<file path="src/core/uhp_pkg.sv">
package uhp_pkg;

    // Register byte offsets on the APB slave
    localparam logic [7:0] OFF_PORT = 8'h00;
    localparam logic [7:0] OFF_ISTAT = 8'h04;
    localparam logic [7:0] OFF_IMASK = 8'h08;

    // Field positions of port_status_control
    localparam int B_CONN = 0;
    localparam int B_CONN_CHG = 1;
    localparam int B_EN = 2;
    localparam int B_EN_CHG = 3;
    localparam int B_LINE_DP = 4;
    localparam int B_LINE_DM = 5;
    localparam int B_RSM = 6;
    localparam int B_RSVD1 = 7;
    localparam int B_LS = 8;
    localparam int B_PRST = 9;
    localparam int B_OC_ACT = 10;
    localparam int B_OC_IND = 11;
    localparam int B_SUSP = 12;

    // Reserved bit 7 value
    localparam logic RSVD1_VAL = 1'b1;

    // Interrupt status/mask layout
    localparam int IRQ_W = 4;
    localparam int I_EN_CHG = 0;
    localparam int I_RSM = 1;
    localparam int I_OC = 2;
    localparam int I_CONN = 3;
    localparam logic [IRQ_W-1:0] IMASK_RST = 4'h0;

    // Timing
    localparam int CLK_PERIOD_NS = 40;
    localparam int CLK_MHZ = 25;
    localparam int K_DET_US = 32;
    localparam int K_DET_CYC = K_DET_US * CLK_MHZ;
    localparam int EOP_SE0_NS = 1334;
    localparam int EOP_J_NS = 667;
    localparam int EOP_SE0_CYC = (EOP_SE0_NS + CLK_PERIOD_NS - 1) / CLK_PERIOD_NS;
    localparam int EOP_J_CYC = (EOP_J_NS + CLK_PERIOD_NS - 1) / CLK_PERIOD_NS;

    // Bus line pair
    typedef struct packed {
        logic dp;
        logic dm;
    } uhp_line_s;

    // Line driver states
    typedef enum logic [4:0] {
        LD_IDLE = 5'b00001,
        LD_RST = 5'b00010,
        LD_K = 5'b00100,
        LD_SE0 = 5'b01000,
        LD_J = 5'b10000
    } uhp_ld_state_e;

    // K state for the attached speed; J is its inverse
    function automatic uhp_line_s uhp_kstate(input logic ls);
        uhp_line_s k;
        k.dp = ls;
        k.dm = ~ls;
        return k;
    endfunction

endpackage

</file>
<file path="src/core/uhp_port_ctrl.sv">
// The implementer's own choices: the placing of the registers and register access over APB.
`timescale 1ns/1ns
// Functional notes
// - Overcurrent-active reads 0 while the overcurrent pin is high.
// - During port reset the port is disabled and drives reset (SE0).
// - Low-speed bit reads 1 for low-speed device, 0 full speed; read only.
// - Bit 7 of the port register always reads 1.
// - Software writing 1 to resume_detect drives K onto the bus.
// - While suspended, a J-to-K lasting 32 us sets resume_detect.
// - Detected K is echoed while resume_detect is 1 and port suspended.
// - Clearing resume_detect sends a low-speed EOP; bit stays 1 until done.
// - Line-state shows D+ in bit 4 and D- in bit 5.
// - Line-state is sampled only at the EOF2 point.
// - Enable-change sets only on hardware disable by disconnect or EOF2 fault.
// - Enable-change clears by writing 1; writing 0 keeps it.
// - Suspend means suspend and enable both 1; only reset and resume signalling (K, closing EOP) pass downstream.
// - Overcurrent-active reads 1 while the overcurrent pin is low.
// - Only software enables the port; hardware or software may disable.
module uhp_port_ctrl
    import uhp_pkg::*;
(
    input wire logic pclk,
    input wire logic presetn,
    input wire logic ce,
    input wire logic psel,
    input wire logic penable,
    input wire logic pwrite,
    input wire logic [7:0] paddr,
    input wire logic [31:0] pwdata,
    output logic [31:0] prdata,
    output logic pready,
    output logic pslverr,
    input uhp_line_s line_in,
    input wire logic oc_n,
    input wire logic dev_connected,
    input wire logic port_reset_req,
    input wire logic port_fault,
    input wire logic eof2,
    output uhp_line_s line_out,
    output logic line_oe_n,
    output logic irq
);
    typedef struct packed {
        logic pready;
        logic pslverr;
        logic [31:0] prdata;
        logic irq;
        logic conn;
        logic conn_chg;
        logic en;
        logic susp;
        logic en_chg;
        logic rsm;
        logic rsm_hw;
        logic rsm_end;
        logic eop_req;
        logic [1:0] line_st;
        logic ls;
        logic prst;
        logic oc_act;
        logic oc_prev;
        logic oc_ind;
        logic [IRQ_W-1:0] ist;
        logic [IRQ_W-1:0] imask;
    } uhp_pc_s;

    uhp_pc_s r;
    uhp_pc_s n;
    logic k_det;
    logic eop_busy;
    logic eop_done;
    logic suspended;
    logic drive_k;
    logic wr_acc;
    logic hw_dis;
    logic conn_evt;
    logic oc_rise;
    logic [IRQ_W-1:0] ev;
    logic [31:0] port_now;

    // Assemble the port word from current state
    function automatic logic [31:0] port_word(input uhp_pc_s s);
        logic [31:0] w;
        w = 32'h0000_0000;
        w[B_CONN] = s.conn;
        w[B_CONN_CHG] = s.conn_chg;
        w[B_EN] = s.en;
        w[B_EN_CHG] = s.en_chg;
        w[B_LINE_DM:B_LINE_DP] = s.line_st;
        w[B_RSM] = s.rsm;
        w[B_RSVD1] = RSVD1_VAL;
        w[B_LS] = s.ls;
        w[B_PRST] = s.prst;
        w[B_OC_ACT] = s.oc_act;
        w[B_OC_IND] = s.oc_ind;
        w[B_SUSP] = s.susp;
        return w;
    endfunction

    // Suspend is the pair suspend and enable both set
    assign suspended = r.susp && r.en;
    // Word as software would read it now; the overcurrent checks look at the visible bit, p_oc_clear at the raw flop as well
    assign port_now = port_word(r);
    assign wr_acc = psel && penable && pwrite && r.pready;
    assign hw_dis = r.en && ((r.conn && !dev_connected) || (eof2 && port_fault));
    assign conn_evt = r.conn ^ dev_connected;
    assign oc_rise = r.oc_act && !r.oc_prev;
    // Hardware-set resume only echoes while still suspended
    assign drive_k = r.rsm && !r.rsm_end && !r.prst && (!r.rsm_hw || suspended);

    // Event vector in interrupt layout
    always_comb
    begin
        ev = '0;
        ev[I_EN_CHG] = hw_dis;
        ev[I_RSM] = k_det;
        ev[I_OC] = oc_rise;
        ev[I_CONN] = conn_evt;
    end

    uhp_k_detect u_kdet (
        .pclk(pclk),
        .presetn(presetn),
        .ce(ce),
        .armed(suspended && !r.rsm),
        .ls(r.ls),
        .line_in(line_in),
        .detect(k_det)
    );

    uhp_line_drv u_drv (
        .pclk(pclk),
        .presetn(presetn),
        .ce(ce),
        .ls(r.ls),
        .drive_reset(r.prst),
        .drive_k(drive_k),
        .start_eop(r.eop_req),
        .line_out(line_out),
        .line_oe_n(line_oe_n),
        .eop_busy(eop_busy),
        .eop_done(eop_done)
    );

    // Software writes first, then hardware events so hardware wins over a same-cycle write
    always_comb
    begin
        n = r;
        n.eop_req = 1'b0;
        n.prst = port_reset_req;
        n.oc_act = ~oc_n;
        n.oc_prev = r.oc_act;
        n.conn = dev_connected;
        if (eof2)
            n.line_st = {line_in.dm, line_in.dp};
        // Speed is judged from the idle level only while not enabled
        if (eof2 && !r.en && dev_connected)
            n.ls = line_in.dm && !line_in.dp;

        if (wr_acc && paddr == OFF_PORT)
        begin
            n.en = pwdata[B_EN];
            n.susp = pwdata[B_SUSP];
            if (pwdata[B_CONN_CHG])
                n.conn_chg = 1'b0;
            if (pwdata[B_EN_CHG])
                n.en_chg = 1'b0;
            if (pwdata[B_OC_IND])
                n.oc_ind = 1'b0;
            if (pwdata[B_RSM] && !r.rsm)
            begin
                n.rsm = 1'b1;
                n.rsm_hw = 1'b0;
            end
            else if (!pwdata[B_RSM] && r.rsm && !r.rsm_end)
            begin
                n.rsm_end = 1'b1;
                n.eop_req = 1'b1;
            end
        end
        if (wr_acc && paddr == OFF_ISTAT)
            n.ist = r.ist & ~pwdata[IRQ_W-1:0];
        if (wr_acc && paddr == OFF_IMASK)
            n.imask = pwdata[IRQ_W-1:0];

        // Hardware may only take the port down
        if (r.prst || hw_dis)
        begin
            n.en = 1'b0;
            n.susp = 1'b0;
        end
        if (hw_dis)
            n.en_chg = 1'b1;
        if (conn_evt)
            n.conn_chg = 1'b1;
        if (oc_rise)
            n.oc_ind = 1'b1;
        if (k_det)
        begin
            n.rsm = 1'b1;
            n.rsm_hw = 1'b1;
        end
        // The bit drops only when the EOP has left the wire
        if (eop_done && r.rsm_end)
        begin
            n.rsm = 1'b0;
            n.rsm_end = 1'b0;
            n.rsm_hw = 1'b0;
        end
        n.ist = n.ist | ev;
        n.irq = |(n.ist & n.imask);

        // APB: one wait state, answer registered so outputs come from flops
        if (psel && penable && !r.pready)
        begin
            n.pready = 1'b1;
            n.pslverr = !(paddr == OFF_PORT || paddr == OFF_ISTAT || paddr == OFF_IMASK);
            unique case (paddr)
                OFF_PORT: n.prdata = port_word(r);
                OFF_ISTAT: n.prdata = {28'h0000000, r.ist};
                OFF_IMASK: n.prdata = {28'h0000000, r.imask};
                default: n.prdata = 32'h0000_0000;
            endcase
        end
        else
        begin
            n.pready = 1'b0;
            n.pslverr = 1'b0;
        end
    end

    // Reset clears every flag; mask starts closed
    always_ff @(posedge pclk or negedge presetn)
    begin
        if (!presetn)
        begin
            r <= '0;
            r.imask <= IMASK_RST;
        end
        else if (ce)
            r <= n;
    end

    assign prdata = r.prdata;
    assign pready = r.pready;
    assign pslverr = r.pslverr;
    assign irq = r.irq;
endmodule

</file>
<file path="src/core/uhp_k_detect.sv">
`timescale 1ns/1ns
module uhp_k_detect
    import uhp_pkg::*;
(
    input wire logic pclk,
    input wire logic presetn,
    input wire logic ce,
    input wire logic armed,
    input wire logic ls,
    input uhp_line_s line_in,
    output logic detect
);
    typedef struct packed {
        logic last_j;
        logic run;
        logic [9:0] cnt;
        logic fired;
        logic det;
    } uhp_kd_s;

    uhp_kd_s r;
    uhp_kd_s n;
    logic is_k;
    logic is_j;

    // Count a K that directly followed a J; a glitch back restarts
    always_comb
    begin
        n = r;
        is_k = (line_in == uhp_kstate(ls));
        is_j = (line_in == ~uhp_kstate(ls));
        n.det = 1'b0;
        n.last_j = is_j;
        if (!armed || !is_k)
        begin
            n.run = 1'b0;
            n.cnt = '0;
            n.fired = 1'b0;
        end
        else if (r.run || r.last_j)
        begin
            n.run = 1'b1;
            if (!r.fired)
            begin
                n.cnt = r.cnt + 10'h001;
                if (r.cnt == 10'(K_DET_CYC - 1))
                begin
                    n.det = 1'b1;
                    n.fired = 1'b1;
                end
            end
        end
    end

    always_ff @(posedge pclk or negedge presetn)
    begin
        if (!presetn)
            r <= '0;
        else if (ce)
            r <= n;
    end

    assign detect = r.det;
endmodule

</file>
<file path="src/core/uhp_line_drv.sv">
`timescale 1ns/1ns
module uhp_line_drv
    import uhp_pkg::*;
(
    input wire logic pclk,
    input wire logic presetn,
    input wire logic ce,
    input wire logic ls,
    input wire logic drive_reset,
    input wire logic drive_k,
    input wire logic start_eop,
    output uhp_line_s line_out,
    output logic line_oe_n,
    output logic eop_busy,
    output logic eop_done
);
    typedef struct packed {
        uhp_ld_state_e st;
        logic [5:0] cnt;
        uhp_line_s line;
        logic oe_n;
        logic busy;
        logic done;
    } uhp_ld_s;

    uhp_ld_s r;
    uhp_ld_s n;

    // Reset outranks everything; an EOP runs to its end once begun
    always_comb
    begin
        n = r;
        n.done = 1'b0;
        n.cnt = r.cnt + 6'h01;
        unique case (r.st)
            LD_IDLE, LD_K, LD_RST:
            begin
                n.cnt = '0;
                if (drive_reset)
                    n.st = LD_RST;
                else if (start_eop)
                    n.st = LD_SE0;
                else if (drive_k)
                    n.st = LD_K;
                else
                    n.st = LD_IDLE;
            end
            LD_SE0:
            begin
                if (drive_reset)
                    n.st = LD_RST;
                else if (r.cnt == 6'(EOP_SE0_CYC - 1))
                begin
                    n.st = LD_J;
                    n.cnt = '0;
                end
            end
            LD_J:
            begin
                if (drive_reset)
                    n.st = LD_RST;
                if (drive_reset || r.cnt == 6'(EOP_J_CYC - 1))
                begin
                    n.done = 1'b1;
                    n.cnt = '0;
                    if (!drive_reset)
                        n.st = LD_IDLE;
                end
            end
            default:
                n.st = LD_IDLE;
        endcase
        n.busy = (n.st == LD_SE0) || (n.st == LD_J);
        n.oe_n = (n.st == LD_IDLE);
        unique case (n.st)
            LD_K: n.line = uhp_kstate(ls);
            LD_J: n.line = ~uhp_kstate(ls);
            default: n.line = '0; // SE0 for reset and EOP
        endcase
    end

    always_ff @(posedge pclk or negedge presetn)
    begin
        if (!presetn)
            r <= '{st: LD_IDLE, cnt: 6'h00, line: 2'h0, oe_n: 1'b1, busy: 1'b0, done: 1'b0};
        else if (ce)
            r <= n;
    end

    assign line_out = r.line;
    assign line_oe_n = r.oe_n;
    assign eop_busy = r.busy;
    assign eop_done = r.done;
endmodule

</file>
<file path="config.mk">
export PLATFORM = sky130hd
export DESIGN_NAME = uhp_port_ctrl
export DESIGN_NICKNAME = d
export VERILOG_FILES = /design/src/core/uhp_pkg.sv /design/src/core/uhp_port_ctrl.sv /design/src/core/uhp_k_detect.sv /design/src/core/uhp_line_drv.sv
export SDC_FILE = /design/constraint.sdc
export NUM_CORES = 1
export LEC_CHECK = 0
export BUFFER_PORTS_ARGS = -buffer_cell sky130_fd_sc_hd__clkbuf_2
export CORE_UTILIZATION = 30
export CTS_CLUSTER_DIAMETER = 30
export DETAILED_ROUTE_END_ITERATION = 10
export PLACE_DENSITY = 0.58
export SKIP_LAST_GASP = 1
export SYNTH_ARGS = -nofsm -noshare
export SYNTH_HDL_FRONTEND = slang
export SYNTH_SLANG_ARGS = --single-unit
</file>
<file path="constraint.sdc">
create_clock -name pclk -period 1.7 [get_ports pclk]
set_input_delay 0 -clock pclk [delete_from_list [all_inputs] [get_ports pclk]]
set_output_delay 0 -clock pclk [all_outputs]
set_load 0.03 [all_outputs]
</file>
* Word level (Yosys, flattened, before mapping) *
Cells that the tools add are included.

storage, ports and cells
  flip-flop bits (word level) = 88

operators by class
  add/subtract/negate cells = 2
  equality and inequality tests = 17
  muxes and demuxes = 37
  bitwise gates (word level) = 8
  reductions and logical operators = 70

operators by type and width
  kind                     count
  $pmux W13 S3             1
  $mux W12                 2
  $logic_and A1 B1 Y1      23
  $mux W11                 2
  $mux W5                  4
  $reduce_bool A2 Y1       10
  $pmux W6 S3              1
  $pmux W5 S3              1
  $reduce_and A3 Y1        5
  $mux W2                  7
  $logic_not A1 Y1         13
  $mux W13                 1
  $mux W4                  3
  $add A10 B1 Y10 const B  1
  $eq A10 B10 Y1 const B   1
  $eq A5 B1 Y1 const B     2
  $eq A5 B3 Y1 const B     2
  $eq A5 B5 Y1 const B     2
  $mux W1                  10
  $reduce_and A2 Y1        5
  $and A4 B4 Y4            2
  $eq A8 B3 Y1 const B     1
  $eq A8 B4 Y1 const B     1
  $logic_not A8 Y1         1
  other kinds (22)         33

* Longest topological paths before layout *
Gate-level depths: netlist (run 1).

  word-level depth = 10
  mapped depth = 7
  depth with buffers taken out = 7

* Cells and area by module *
From an unflattened synthesis (run 1), not the netlist that was laid out.

unflattened totals
  cells, all modules = 397
  area, all modules = 3920.0 um^2

modules (own cells, without submodules)
  module         times used  cells each  area an instance (um^2)  seq. area each (um^2)
  uhp_port_ctrl  1           215         2174.6                   1001.0
  uhp_line_drv   1           101         968.4                    402.9
  uhp_k_detect   1           81          777.0                    350.3

* Worst setup path before layout (run 1) *
Ideal clock, no wire load.

  path kind = register -> register
  from = register r (netlist bit port_now[8])
  to = register u_kdet.r[7] (netlist name)
  setup time = 137 ps
  arrival = 1716 ps
  setup slack = -153 ps
  cell stages (with the launch flop) = 8
  cells stage by stage = dfrtp_1 -> buf_6 -> or3b_4 -> a2111o_1 -> buf_2 -> nand4bb_1 -> xor2_1 -> nor2_1

between the ends
  longest elaborated chain between the ends = 6
  elaborated cells between the ends (all ways) = 8
  classes of those cells = eq/ne: 2; mux: 1; bitwise: 1; reduce/logical: 4

RTL lines
  item                                                                 line                  RTL
  from (decl)                                                          uhp_port_ctrl.sv:67   uhp_pc_s r;
  from (signal assigned)                                               uhp_port_ctrl.sv:241  r <= n;
  $not A1 Y1                                                           uhp_pkg.sv:63         k.dm = ~ls;
  $eq A2 B2 Y1 (*)                                                     uhp_k_detect.sv:30    is_k = (line_in == uhp_kstate(ls));
  $logic_not A1 Y1 (*)                                                 uhp_k_detect.sv:34    if (!armed || !is_k)
  $logic_or A1 B1 Y1 (*)                                               uhp_k_detect.sv:34
  $ne A2 B2 Y1 (no source line) or $reduce_bool A2 Y1 (tied branches)  --
  $reduce_and A3 Y1 (no source line)                                   --
  to (signal assigned)                                                 uhp_k_detect.sv:60    r <= n;
  to (decl)                                                            uhp_k_detect.sv:21    uhp_kd_s r;

Mark *: on every way between the ends. The rest lies on a longest branch, timed or not.
A chain may end at the register's enable or synchronous reset.

* Worst setup path in the final report (run 1) *
  from = register u_drv.r[11] (netlist name)
  to = register u_drv.r (netlist bit u_drv.line_out[1])

between the ends
  longest elaborated chain between the ends = 6
  elaborated cells between the ends (all ways) = 15
  classes of those cells = eq/ne: 7; mux: 7; reduce/logical: 1

RTL lines
  item                                          line                RTL
  from (decl)                                   uhp_line_drv.sv:26  uhp_ld_s r;
  from (signal assigned)                        uhp_line_drv.sv:85  r <= '{st: LD_IDLE, cnt: 6'h00, line: 2'h0, oe_n: 1'b1, busy: 1'b0, done: 1'b0};
  from (signal assigned)                        uhp_line_drv.sv:87  r <= n;
  $mux W5                                       uhp_line_drv.sv:60  if (drive_reset)
  $mux W5                                       uhp_line_drv.sv:66  if (!drive_reset)
  $mux W11                                      uhp_line_drv.sv:62  if (drive_reset || r.cnt == 6'(EOP_J_CYC - 1))
  $pmux W5 S3 (*)                               uhp_line_drv.sv:35  unique case (r.st)
  $eq A5 B5 Y1 or $eq A5 B3 Y1 (tied branches)  --
  $pmux W2 S2 (*)                               uhp_line_drv.sv:75  unique case (n.st)

Marked as above.

==> results of run 1 <==
==> synth_stat cells (all sizes together), types with 2 or more instances <==
library cell / n / area [um^2]
a211oi: 3 / 27.52
a21o: 5 / 37.54
a21oi: 19 / 95.09
a22o: 14 / 122.6
a22oi: 3 / 22.52
and2: 2 / 12.51
and3: 4 / 25.02
and3b: 2 / 17.52
and4: 4 / 35.03
buf: 44 / 306.5
clkbuf: 4 / 15.01
dfrtp: 67 / 1677
dfstp: 2 / 52.55
ha: 5 / 62.56
inv: 12 / 45.04
mux2: 13 / 146.4
mux2i: 8 / 80.08
nand2: 29 / 108.9
nand2b: 5 / 31.28
nand3: 6 / 30.03
nand3b: 4 / 30.03
nand4: 13 / 81.33
nor2: 31 / 116.4
nor2b: 5 / 31.28
nor3: 4 / 20.02
nor3b: 4 / 30.03
nor4: 3 / 40.04
o211ai: 3 / 22.52
o21a: 4 / 30.03
o21ai: 11 / 55.05
o22ai: 6 / 37.54
o2bb2ai: 2 / 17.52
o32a: 2 / 20.02
o32ai: 2 / 17.52
or3: 2 / 12.51
xor2: 13 / 113.9
==> state kept, by name (all words and copies together), names as in the netlist <==
| name | flops |
|---|---|
| u_drv.line_out | 2 |
| port_now | 11 |
| r | 12 |
| u_drv.eop_done | 1 |
| pready | 1 |
| irq | 1 |
| u_drv.line_oe_n | 1 |
| u_kdet.detect | 1 |
| pslverr | 1 |
| u_drv.r | 11 |
| u_kdet.r | 13 |
| n | 1 |
| prdata | 13 |
==> area by class of cell <==
class | count | share of cell area
Inverter | 13 | 0.01012
Multi-Input combinational cell | 267 | 0.3879
Clock buffer | 13 | 0.05397
Timing Repair Buffer | 101 | 0.1435
Clock inverter | 2 | 0.002076
Sequential cell | 69 | 0.3588
Tap cell | 168 | 0.04359
==> per-layer routing <==
metal / wire length [um] / vias to the layer above / global-route usage
met5: 0 / - / 0
li1: - / 1481 / -
met2: 4144 / 58 / 0.2218
met4: 156 / 0 / 0.07100
met3: 214 / 10 / 0.02012
met1: 4525 / 1507 / 0.2046
==> worst min path at each step <==
stage              endpoint  startpoint  slack (ps)
2_1_floorplan           irq     presetn        -300
5_1_grt         port_now[4]  line_in[1]          80
3_5_place_dp      prdata[0]     presetn          20
6_report       port_now[12]  pwdata[12]          60
4_1_cts        port_now[12]  pwdata[12]          40
3_3_place_gp      prdata[0]     presetn          20
==> where the power goes <==
group / total (mW) / internal (mW) / switching, mW / leakage [nW]
clock: 1.72 / 1.05 / 0.664 / 0.135
combinational: 1.17 / 0.530 / 0.637 / 1.17
sequential: 1.96 / 1.82 / 0.137 / 0.892
==> tightest hold or removal path: cells and delay by family <==
kind            cells  cell delay [ps]
buf+inv             1               90
compound gates      2              260
==> logic make-up (layout without fill, tap and decap cells) <==
family | after synthesis | count (layout) | synth area share
other | 1 | 19 | 0.0009918
XOR/XNOR | 14 | 14 | 0.03243
AO/OA/AOI/OAI | 85 | 86 | 0.1595
multiplexers | 21 | 21 | 0.05989
flip-flops | 69 | 69 | 0.4573
buffers and inverters | 61 | 129 | 0.09794
adder cells (fa/ha/maj) | 5 | 5 | 0.01655
AND/OR/NAND/NOR | 122 | 122 | 0.1754
==> repair_timing <==
| action | 4_1_cts | 5_1_grt |
|---|---|---|
| pin swaps | 7 | 22 |
| gates resized for setup | 3 | 24 |
| hold buffers | 10 | 0 |
| buffers inserted | 1 | 6 |
| endpoints found under the setup margin | 15 | 27 |
| hold endpoints to repair | 33 | 0 |
| gates cloned | 1 | 0 |
==> metrics list, run 1 <==
- Run status: complete, but fails checks
- The checks that failed: negative setup slack.
* Average routed wire per standard cell: 14.28 um
- Gate count after technology mapping: 378
- Final GP Congestion: 0.8306
- Detailed-route vias per instance: 4.828
* Number of violations of the max-capacitance limit: 0
* Number of filler instances in the final layout: between 1000 and 1500
- For the final database, setup skew stands at 6.235 ps.
* Data required time at the worst endpoint: 1970 ps
- Area after detailed placement: 0.004282 mm^2
- Entering global routing, the biggest net connects 40 pins.
- Endpoint class of the critical path: register
* Category of cells accounting for the largest share of critical-path delay: flip-flops
* WS Path Type: register to register
- R2r setup slk: -100 ps
* Post-DP HPWL: 6437 um
* Number of antenna repair diodes: 0
- Each instance of the synthesized netlist takes up on average 10.00 um^2.
* Area occupied by multi-input gates: 0.001871 mm^2
* IO buf count: 46
- H-tree Lvls: 3
- The library cell used most frequently in the layout, excluding fill and tap cells, is dfrtp_1.
- Headroom to the max-slew limit came out at 0.6123.
* Post-synthesis instance area: 0.003781 mm^2
* Unrepaired setup endpoints after global routing: true
- In this run, synthesis produced a sequential element count of slightly below 70.
* Reg-to-reg critical path startpoint: u_drv.r[11]
* Net count, final: 519
- The initial utilization of the core area, before any placement, comes to 0.3109.
* Cell Chain, Critical Path: xor2_1, o211ai_1, or4b_4, mux2i_1, mux2_2
- TritonCTS created 9 clock buffers.
- For this block, the initial DRC count from the detailed router was 166.
* Worst flop-to-flop path endpoint: u_drv.line_out[1]
- First drt pass iteration count: 4
* Storage element area: 0.001730 mm^2
- Yosys mapped a number of flops with a built-in enable equal to 0.
* Clock latency reported for the late side of the worst-skew pair: 330 ps
- For this run, the share of the core covered by cells in the final layout is 0.3965.
- Among all flip-flop cells after synthesis, the most frequent one is dfrtp_1.
- The area growth from synthesis to layout is 27.53%.
- For this block, the routed nets add up to 9040 um of wire.
* Max frequency: around 0.56 GHz
* Sinks on Clock Net: 69
- Clock transition at the registers of the reported paths: 60 ps
- Crit share post-route: 1.059
* Highest fanout seen on the critical path: 4
- After layout, the worst setup slack is -99.83 ps.
- Path category of the worst min-delay check: primary input to register
- Vias in the first global route: 3014
- Setup violations remaining at the end of the flow were counted as 12.
- Final hold analysis gives a worst-case slack of 59.96 ps.
* DR vias: ~3000
- Most frequent cells in the layout: dfrtp_1, clkbuf_2, buf_4
- For the worst flop-to-flop path, the logic depth is 5.
- CP Launch Type: register
- Buffer levels on the longest clock path: 2
- The die covers 0.01306 mm^2.
* Actual slew at the worst max-slew pin: 581.6 ps
- Hold path cells: 3
- Buffer and inverter count on the worst path: 0
- At the placement stage, the worst setup path has a slack of -93.30 ps.
- Counting buffers and inverters, the worst setup path is 5 cells deep.
* Yosys warning total: 0
- Routed Antenna Nets: 0
- Total power of the final layout: 4.843 mW
* Global router's overall resource usage: 0.1461
- Pwr Density: around 1000 mW/mm^2
* Longest individual stage delay on the worst path: 560 ps
- Number of ports placed on the die boundary: 91
* Die Y-Extent: 114.3 um
- Cell with the biggest individual delay on the critical path: dfstp_2
* Fin cells: about 630
- The region available for standard cell placement spans between 0.01 and 0.015 mm^2.
- Leakage power of the design: 2.194 nW
* Part of the Yosys area used for sequential elements: 0.4573
- Number of cells after detailed placement: 602
- At the worst endpoint, the arrival time is 2070 ps.
* Chip width: between 100 and 150 um
- Initial antenna violation count: 0
* Ratio of cells with drive above 1 in the final layout: 0.3118
- Root buffer selected by CTS: clkbuf_16
* Async set-reset flop share out of synthesis: 1.000
- The netlist uses 60 different library cells.
- TritonCTS clock tree: built
* Grt ovf: 0
- Adding up every negative setup slack in the final design gives -635.0 ps.
- Number of hold-slack violations in the final timing report: 0
* Site row count: 40
- Final critical-path required period: 1800 ps
* Post-Layout Inst Area: 0.004822 mm^2
- Wire length of the first global-routing pass: 14920 um
- The critical path ends at u_drv.line_out[1].
* Max Slew Vio Count: 0
- Critical path startpoint: u_drv.r[11]
- # DRC: 0
- Maximum VDD drop: 0.6984 mV
No activity file was read; power rests on OpenSTA's default activity.
==> run 2: changes to the inputs <==
Settings changed: CELL_PAD_IN_SITES_DETAIL_PLACEMENT set to 0, CELL_PAD_IN_SITES_GLOBAL_PLACEMENT set to 1, CTS_BUF_LIST set to sky130_fd_sc_hd__clkbuf_4, PLACE_DENSITY 0.58 to 0.7.
==> run 2 against run 1 <==
The run still ends with negative setup slack left. Utilization shrank 0.87 points. Clock skew is 5.0 ps higher. Design area down 2.2%. Critical path depth increased by 1. Sequential share of layout area up 0.81 points.
==> metrics list, run 2 (synthesis gave the netlist of run 1 again) <==
- Run status: complete, but fails checks
- Violations in the final reports: negative setup slack
- Vias in the first global route: 2959
- CP Launch Type: register
- Combinational share of power: 0.288
- In the global route stage, overall resource usage came out at 0.1419.
- Die Y-Extent: 114.3 um
* TritonCTS clock tree: built
- Net count, final: 521
- Most frequent cells in the layout: dfrtp_1, clkbuf_2, buf_4
- Number of filler instances in the final layout: 1211
- Longest individual stage delay on the worst path: 410 ps
* R2r setup slk: -110 ps
- The finished cells cover ~0.0047 mm^2.
- The routed layout has 3055 vias.
- The analysis attributes to net switching a power of 1.357 mW.
* Area after detailed placement: roughly 0.0042 mm^2
- Met2 routed wirelength: 4237 um
- The internal power of the cells totals 2.862 mW.
- Ratio of cells with drive above 1 in the final layout: 0.3019
- Area delta synth->final: 24.72%
- Pwr Density: between 800 and 900 mW/mm^2
* Worst flop-to-flop path endpoint: u_kdet.r[5]
- Detailed-route vias per instance: 4.811
- Site row count: 40
- After layout, the worst setup slack is -114.1 ps.
- The critical path starts at port_now[8].
* Clock transition at the registers of the reported paths: 110 ps
- Cell with the biggest individual delay on the critical path: dfrtp_1
- Hold timing on the final database bottoms out at a slack of 1.317 ps.
- The setup path with the least slack is of type register to register.
* Actual slew at the worst max-slew pin: approximately 620 ps
- Effective utilization at floorplan: 0.3109
- Measured along the x axis, the die boundary spans between 100 and 150 um.
- STA classifies the critical path endpoint as a register.
- Routed Antenna Nets: 0
- Initial antenna violation count: 0
- Summed over all layers, the global routing overflow is 0.
* Number of antenna repair diodes: 0
- H-tree Lvls: 3
- Worst max-slew margin expressed relative to the limit: 0.5846
- Storage element area: around 0.0017 mm^2
- Maximum VDD drop: between 0.3 and 0.4 mV
- Sw Share: 0.3216
- Setup TNS after final layout: -982.5 ps
- Final GP Congestion: 0.8222
- Summed over all layers, the routed wires come to 8961 um.
* Max frequency: approximately 0.55 GHz
- The detailed router used layers up to and including met4.
- The floorplan step defined a core boundary enclosing 0.01216 mm^2.
- The first detailed-routing pass ran for 4 iterations.
- In the final routed layout, each cell accounts on average for approximately 14 um.
- In this run the worst hold path is classified as primary input to register.
* Buffer levels on the longest clock path: 2
* Most frequent standard cell in the layout excluding fill and tap cells: dfrtp_1
- Final critical-path required period: 1814 ps
- The floorplan step defined a die boundary enclosing ~0.013 mm^2.
* Unrepaired setup endpoints after global routing: true
* Number of violations of the max-capacitance limit: 0
- Max Clock Skew: 11.19 ps
- Number of hold-slack violations in the final timing report: 0
* Clock group share of total power: 0.250
- In the routed design, unresolved DRC markers number 0.
* Number of buffers inserted during clock tree synthesis: 9
* Count of routing violations after the opening detailed-route iteration: 172
- Met3 Wirelength: 199 um
- During I/O placement, the number of pins put on the boundary was just over 90.
- The worst register-to-register path begins at port_now[8].
- In the final layout, the multi-input gates occupy 0.001861 mm^2.
* Root buffer selected by CTS: clkbuf_4
- STA puts the critical path data arrival time at between 2000 and 2500 ps.
* IO buf count: 46
- Max Slew Vio Count: 0
* Post-DP HPWL: 6300 um
- Final setup vio count: 13
* Leakage power of the design: between 2 and 2.5 nW
* Crit share post-route: 1.067
- Data required time at the worst endpoint: 1990 ps
* Wire length of the first global-routing pass: ~14000 um
- Of all nets on the critical path, the largest fanout is 5.
* Cell Chain, Critical Path: or3b_4, a2111o_1, buf_6, nand4_1, xor2_1, nor2_1
- Entering global routing, the biggest net connects 62 pins.
- The number of cells on the worst reg-to-reg path is 6.
* Clock latency reported for the late side of the worst-skew pair: 430 ps
- Termination of the worst setup path: u_kdet.r[5]
- Length of routed wiring on met1: 4339 um
- The tree built by TritonCTS fans out to about 70 sinks.
- Of the total power, registers draw 0.462.
-- run 2: changes by cell type in the layout (fill, tap and decap cells not counted), sizes merged --
| cell | previous run | this run |
|---|---|---|
| bufinv | 0 | 1 |
| buf | 46 | 41 |
| clkbuf | 58 | 57 |
| a2111o | 2 | 1 |
| dlygate4sd3 | 10 | 18 |
-- run 2: power groups by stage --
stage | registers, mW | clock network (mW) | logic [mW]
floorplan | 2.00 | 0 | 0.681
global placement | 1.98 | 0 | 1.01
detailed placement | 1.98 | 0 | 1.03
CTS | 1.94 | 1.08 | 1.13
global route | 1.97 | 1.14 | 1.36
finish | 1.95 | 1.06 | 1.22
-- run 2: repair_timing --
item | in CTS | in global routing
pin swaps | 4 | 20
buffers inserted | 6 | 4
endpoints found under the hold margin | 89 | 0
gates resized for setup | 3 | 23
setup endpoints to repair | 17 | 31
hold buffers | 18 | 0
-- run 2: layout make-up --
type | instances | share of cell area
Clock buffer | 12 | 0.01910
Timing Repair Buffer | 104 | 0.1563
Clock inverter | 3 | 0.008225
Multi-Input combinational cell | 266 | 0.3945
Tap cell | 168 | 0.04457
Sequential cell | 69 | 0.3669
Inverter | 13 | 0.01035
-- run 2: worst min-delay path by stage --
stage	from	end	slack [ps]	cells past startpoint
2_1_floorplan	presetn	irq	-300	0
3_3_place_gp	presetn	u_drv.r[8]	-110	1
3_5_place_dp	presetn	u_drv.r[8]	-100	1
4_1_cts	eof2	port_now[4]	4	3
5_1_grt	eof2	port_now[4]	20	3
6_report	eof2	port_now[4]	1	3
-- run 2: worst max-delay path, delay by kind of cell (launching register included) --
kind | cells | cell delay [ps]
buf+inv | 1 | 150
xor+xnor | 1 | 160
simple gates | 3 | 560
flops | 1 | 410
compound gates | 1 | 400
-- run 2: routing by layer --
metal  global-route usage  vias to the layer above
li1                     -                     1486
met1               0.1875                     1500
met2               0.2279                       56
met3              0.02012                       13
met4              0.07013                        0
met5                    0                        -
-- run 2: per-stage QoR --
| step | setup slack, ps | power, mW | utilization | std cells |
|---|---|---|---|---|
| after global placement | -51.48 | 2.982 | 0.3481 | 594 |
| after global routing | -157.5 | 4.476 | 0.3878 | 635 |
| after detailed placement | -95.05 | 3.014 | 0.3481 | 594 |
| final | -114.1 | 4.219 | 0.3878 | 635 |
| after CTS | -105.5 | 4.151 | 0.3780 | 633 |
| after floorplan | -69.81 | 2.676 | - | 396 |
==> run 3: changes to the inputs <==
==> constraint.sdc (replaced) <==
create_clock -name pclk -period 1.7 [get_ports pclk]
set_input_delay 0 -clock pclk [delete_from_list [all_inputs] [get_ports pclk]]
set_output_delay 0 -clock pclk [all_outputs]
set_load 0.005 [all_outputs]
==> run 3 against run 2 <==
The run still ends with negative setup slack left. Largest power group unchanged. Via count rose by 0.36%. Global-route usage rose by 0.43 points. Count of clock-buffer cells in the layout did not move.
==> metrics list, run 3 (synthesis gave the netlist of run 1 again) <==
- Worst flop-to-flop path endpoint: u_kdet.r[11]
* Site row count: 40
- For this design the top-level I/O count stands at between 90 and 100.
- After the first detailed-routing iteration, the DRC count stood at 205.
* Largest net degree at the start of global routing: 70
- Setup violations remaining at the end of the flow were counted as 13.
* Most frequent standard cell in the layout excluding fill and tap cells: dfrtp_1
- The first global-routing pass estimated 14790 um of wire.
- Area delta synth->final: 22.14%
- Number of filler instances in the final layout: 1231
- Reg-to-reg critical path startpoint: port_now[8]
- IO buf count: 46
- Clock-pin slew was measured on the worst setup and hold paths at 110 ps.
* Post-layout worst setup margin: -85.26 ps
- CTS built an H-tree with a depth of 3.
* Vias in the first global route: 2951
* Sinks on Clock Net: 69
- The worst hold path belongs to the class primary input to register.
- At the worst endpoint, the required time is 1970 ps.
- TritonCTS clock tree: built
- Chip width: 114.3 um
* Clock latency reported for the late side of the worst-skew pair: 410 ps
- The most critical setup path has its endpoint at u_kdet.r[11].
* Hold path cells: 3
- For this configuration, the core starts out at a cell density of 0.3109.
- Unrepaired setup endpoints after global routing: true
- Root buffer selected by CTS: clkbuf_4
- Number of buffers inserted during clock tree synthesis: 9
- Crit share post-route: 1.050
- The worst setup path is of the register to register kind.
- For the finished layout, the period the worst path requires is 1785 ps.
* Post-DP HPWL: 6455 um
- Violations in the final reports: negative setup slack
* Run status: complete, but fails checks
- Worst reg-to-reg path cell count: 5
- After detailed routing, the number of remaining DRC violations is 0.
- Data arrival time at the worst-slack endpoint: 2060 ps
- Area of the die: 0.01306 mm^2
* Number of violations of the max-capacitance limit: 0
* Actual slew at the worst max-slew pin: 629.6 ps
* Maximum VDD drop: 0.2879 mV
- Final GP Congestion: between 0.8 and 0.9
- Initial antenna violation count: 1
- DR vias: a little over 3000
- The worst setup path is launched from a register.
* Die Y-Extent: around 110 um
- Max Slew Vio Count: 0
- Buffer levels on the longest clock path: 2
- STA classifies the critical path endpoint as a register.
- Most frequent cells in the layout: dfrtp_1, clkbuf_2, buf_4
- The critical path starts at port_now[8].
* First drt pass iteration count: 4
- Area after detailed placement: 0.004235 mm^2
- Routed Antenna Nets: 0
- Post-Layout Inst Area: 0.004618 mm^2
- OpenSTA, run right after detailed placement, puts the worst setup slack at -87.32 ps.
- The final hold violation count was 0.
- In the final layout, the share of cells above drive strength 1 is 0.2854.
* R2r setup slk: -90 ps
- Dividing the detail-routed via count by the number of cells gives 4.828.
- Global router's overall resource usage: 0.1462
- Drt total wl: roughly 9100 um
- Total power of the final layout: 3.945 mW
- For this run, the top clock speed supported by timing is 0.5601 GHz.
- Net count, final: 520
- Max Clock Skew: 10.56 ps
- CORE AREA: 0.01216 mm^2
- Leakage power of the design: 2.109 nW
* Grt ovf: 0
- Headroom to the max-slew limit came out at 0.5787.
* Average routed wire per standard cell: 14.38 um
* Pwr Density: between 800 and 900 mW/mm^2
- Along the worst path, the maximum fanout reaches 5.
## run 3: cell types whose count changed in the layout (fill, tap and decap cells not counted), sizes merged
cell	before	now
a2111o	1	2
buf	41	40
bufinv	1	0
clkinv	3	4
diode	0	1
dlygate4sd3	18	17
## run 3: metal layers
metal,track usage,up-vias,wire [um],share of wire
met3,0.03017,12,282,0.031
met2,0.2327,66,4326,0.47
met5,0,-,0,0
met1,0.1939,1503,4362,0.48
li1,-,1485,-,-
met4,0.05974,0,159,0.017
## run 3: report_power, final
group / leakage, nW / internal, mW / switching, mW / total, mW
Clock: 0.0646 / 0.334 / 0.565 / 0.900
Sequential: 0.893 / 1.82 / 0.143 / 1.96
Combinational: 1.15 / 0.538 / 0.549 / 1.09
## run 3: through the flow
stage | hold WS (ps) | TNS (ps) | std cells | util
finish | 13.16 | -646.8 | 635 | 0.3797
global route | 32.94 | -1937 | 635 | 0.3797
CTS | 0.02559 | -877.3 | 632 | 0.3755
detailed placement | 64.00 | -755.6 | 596 | 0.3483
global placement | 55.86 | -365.1 | 596 | 0.3483
floorplan | -295.6 | -544.0 | 396 | -
## run 3: worst min path at each step
stage | from | endpoint | slack, ps
floorplan | presetn | irq | -300
global placement | presetn | u_drv.r[8] | 60
detailed placement | presetn | u_drv.r[8] | 60
CTS | eof2 | port_now[4] | 0.03
global route | eof2 | port_now[4] | 30
finish | eof2 | port_now[4] | 10
## run 3: area by class of cell
class,count,area [um^2],area share
inverter,13,48.80,0.01057
clock buffer,12,90.09,0.01951
antenna,1,2.502,0.0005419
sequential,69,1729,0.3744
tap,168,210.2,0.04552
clock inverter,3,13.76,0.002980
timing repair buffer,102,705.7,0.1528
multi-input combinational,267,1818,0.3937
## run 3: repair_timing
action | 4_1_cts | 5_1_grt
setup endpoints to repair | 18 | 33
gates cloned | 1 | 0
buffers inserted | 3 | 2
endpoints found under the hold margin | 88 | 0
pin swaps | 7 | 6
hold buffers | 17 | 0
resized for setup | 4 | 12
## run 3: critical path, cell delays in order, from the launching register on
cell and delay [ps]:
dfrtp_1 400, or3b_4 400, a2111o_1 480, nand4_1 160
xor2_1 150, nor2_1 60
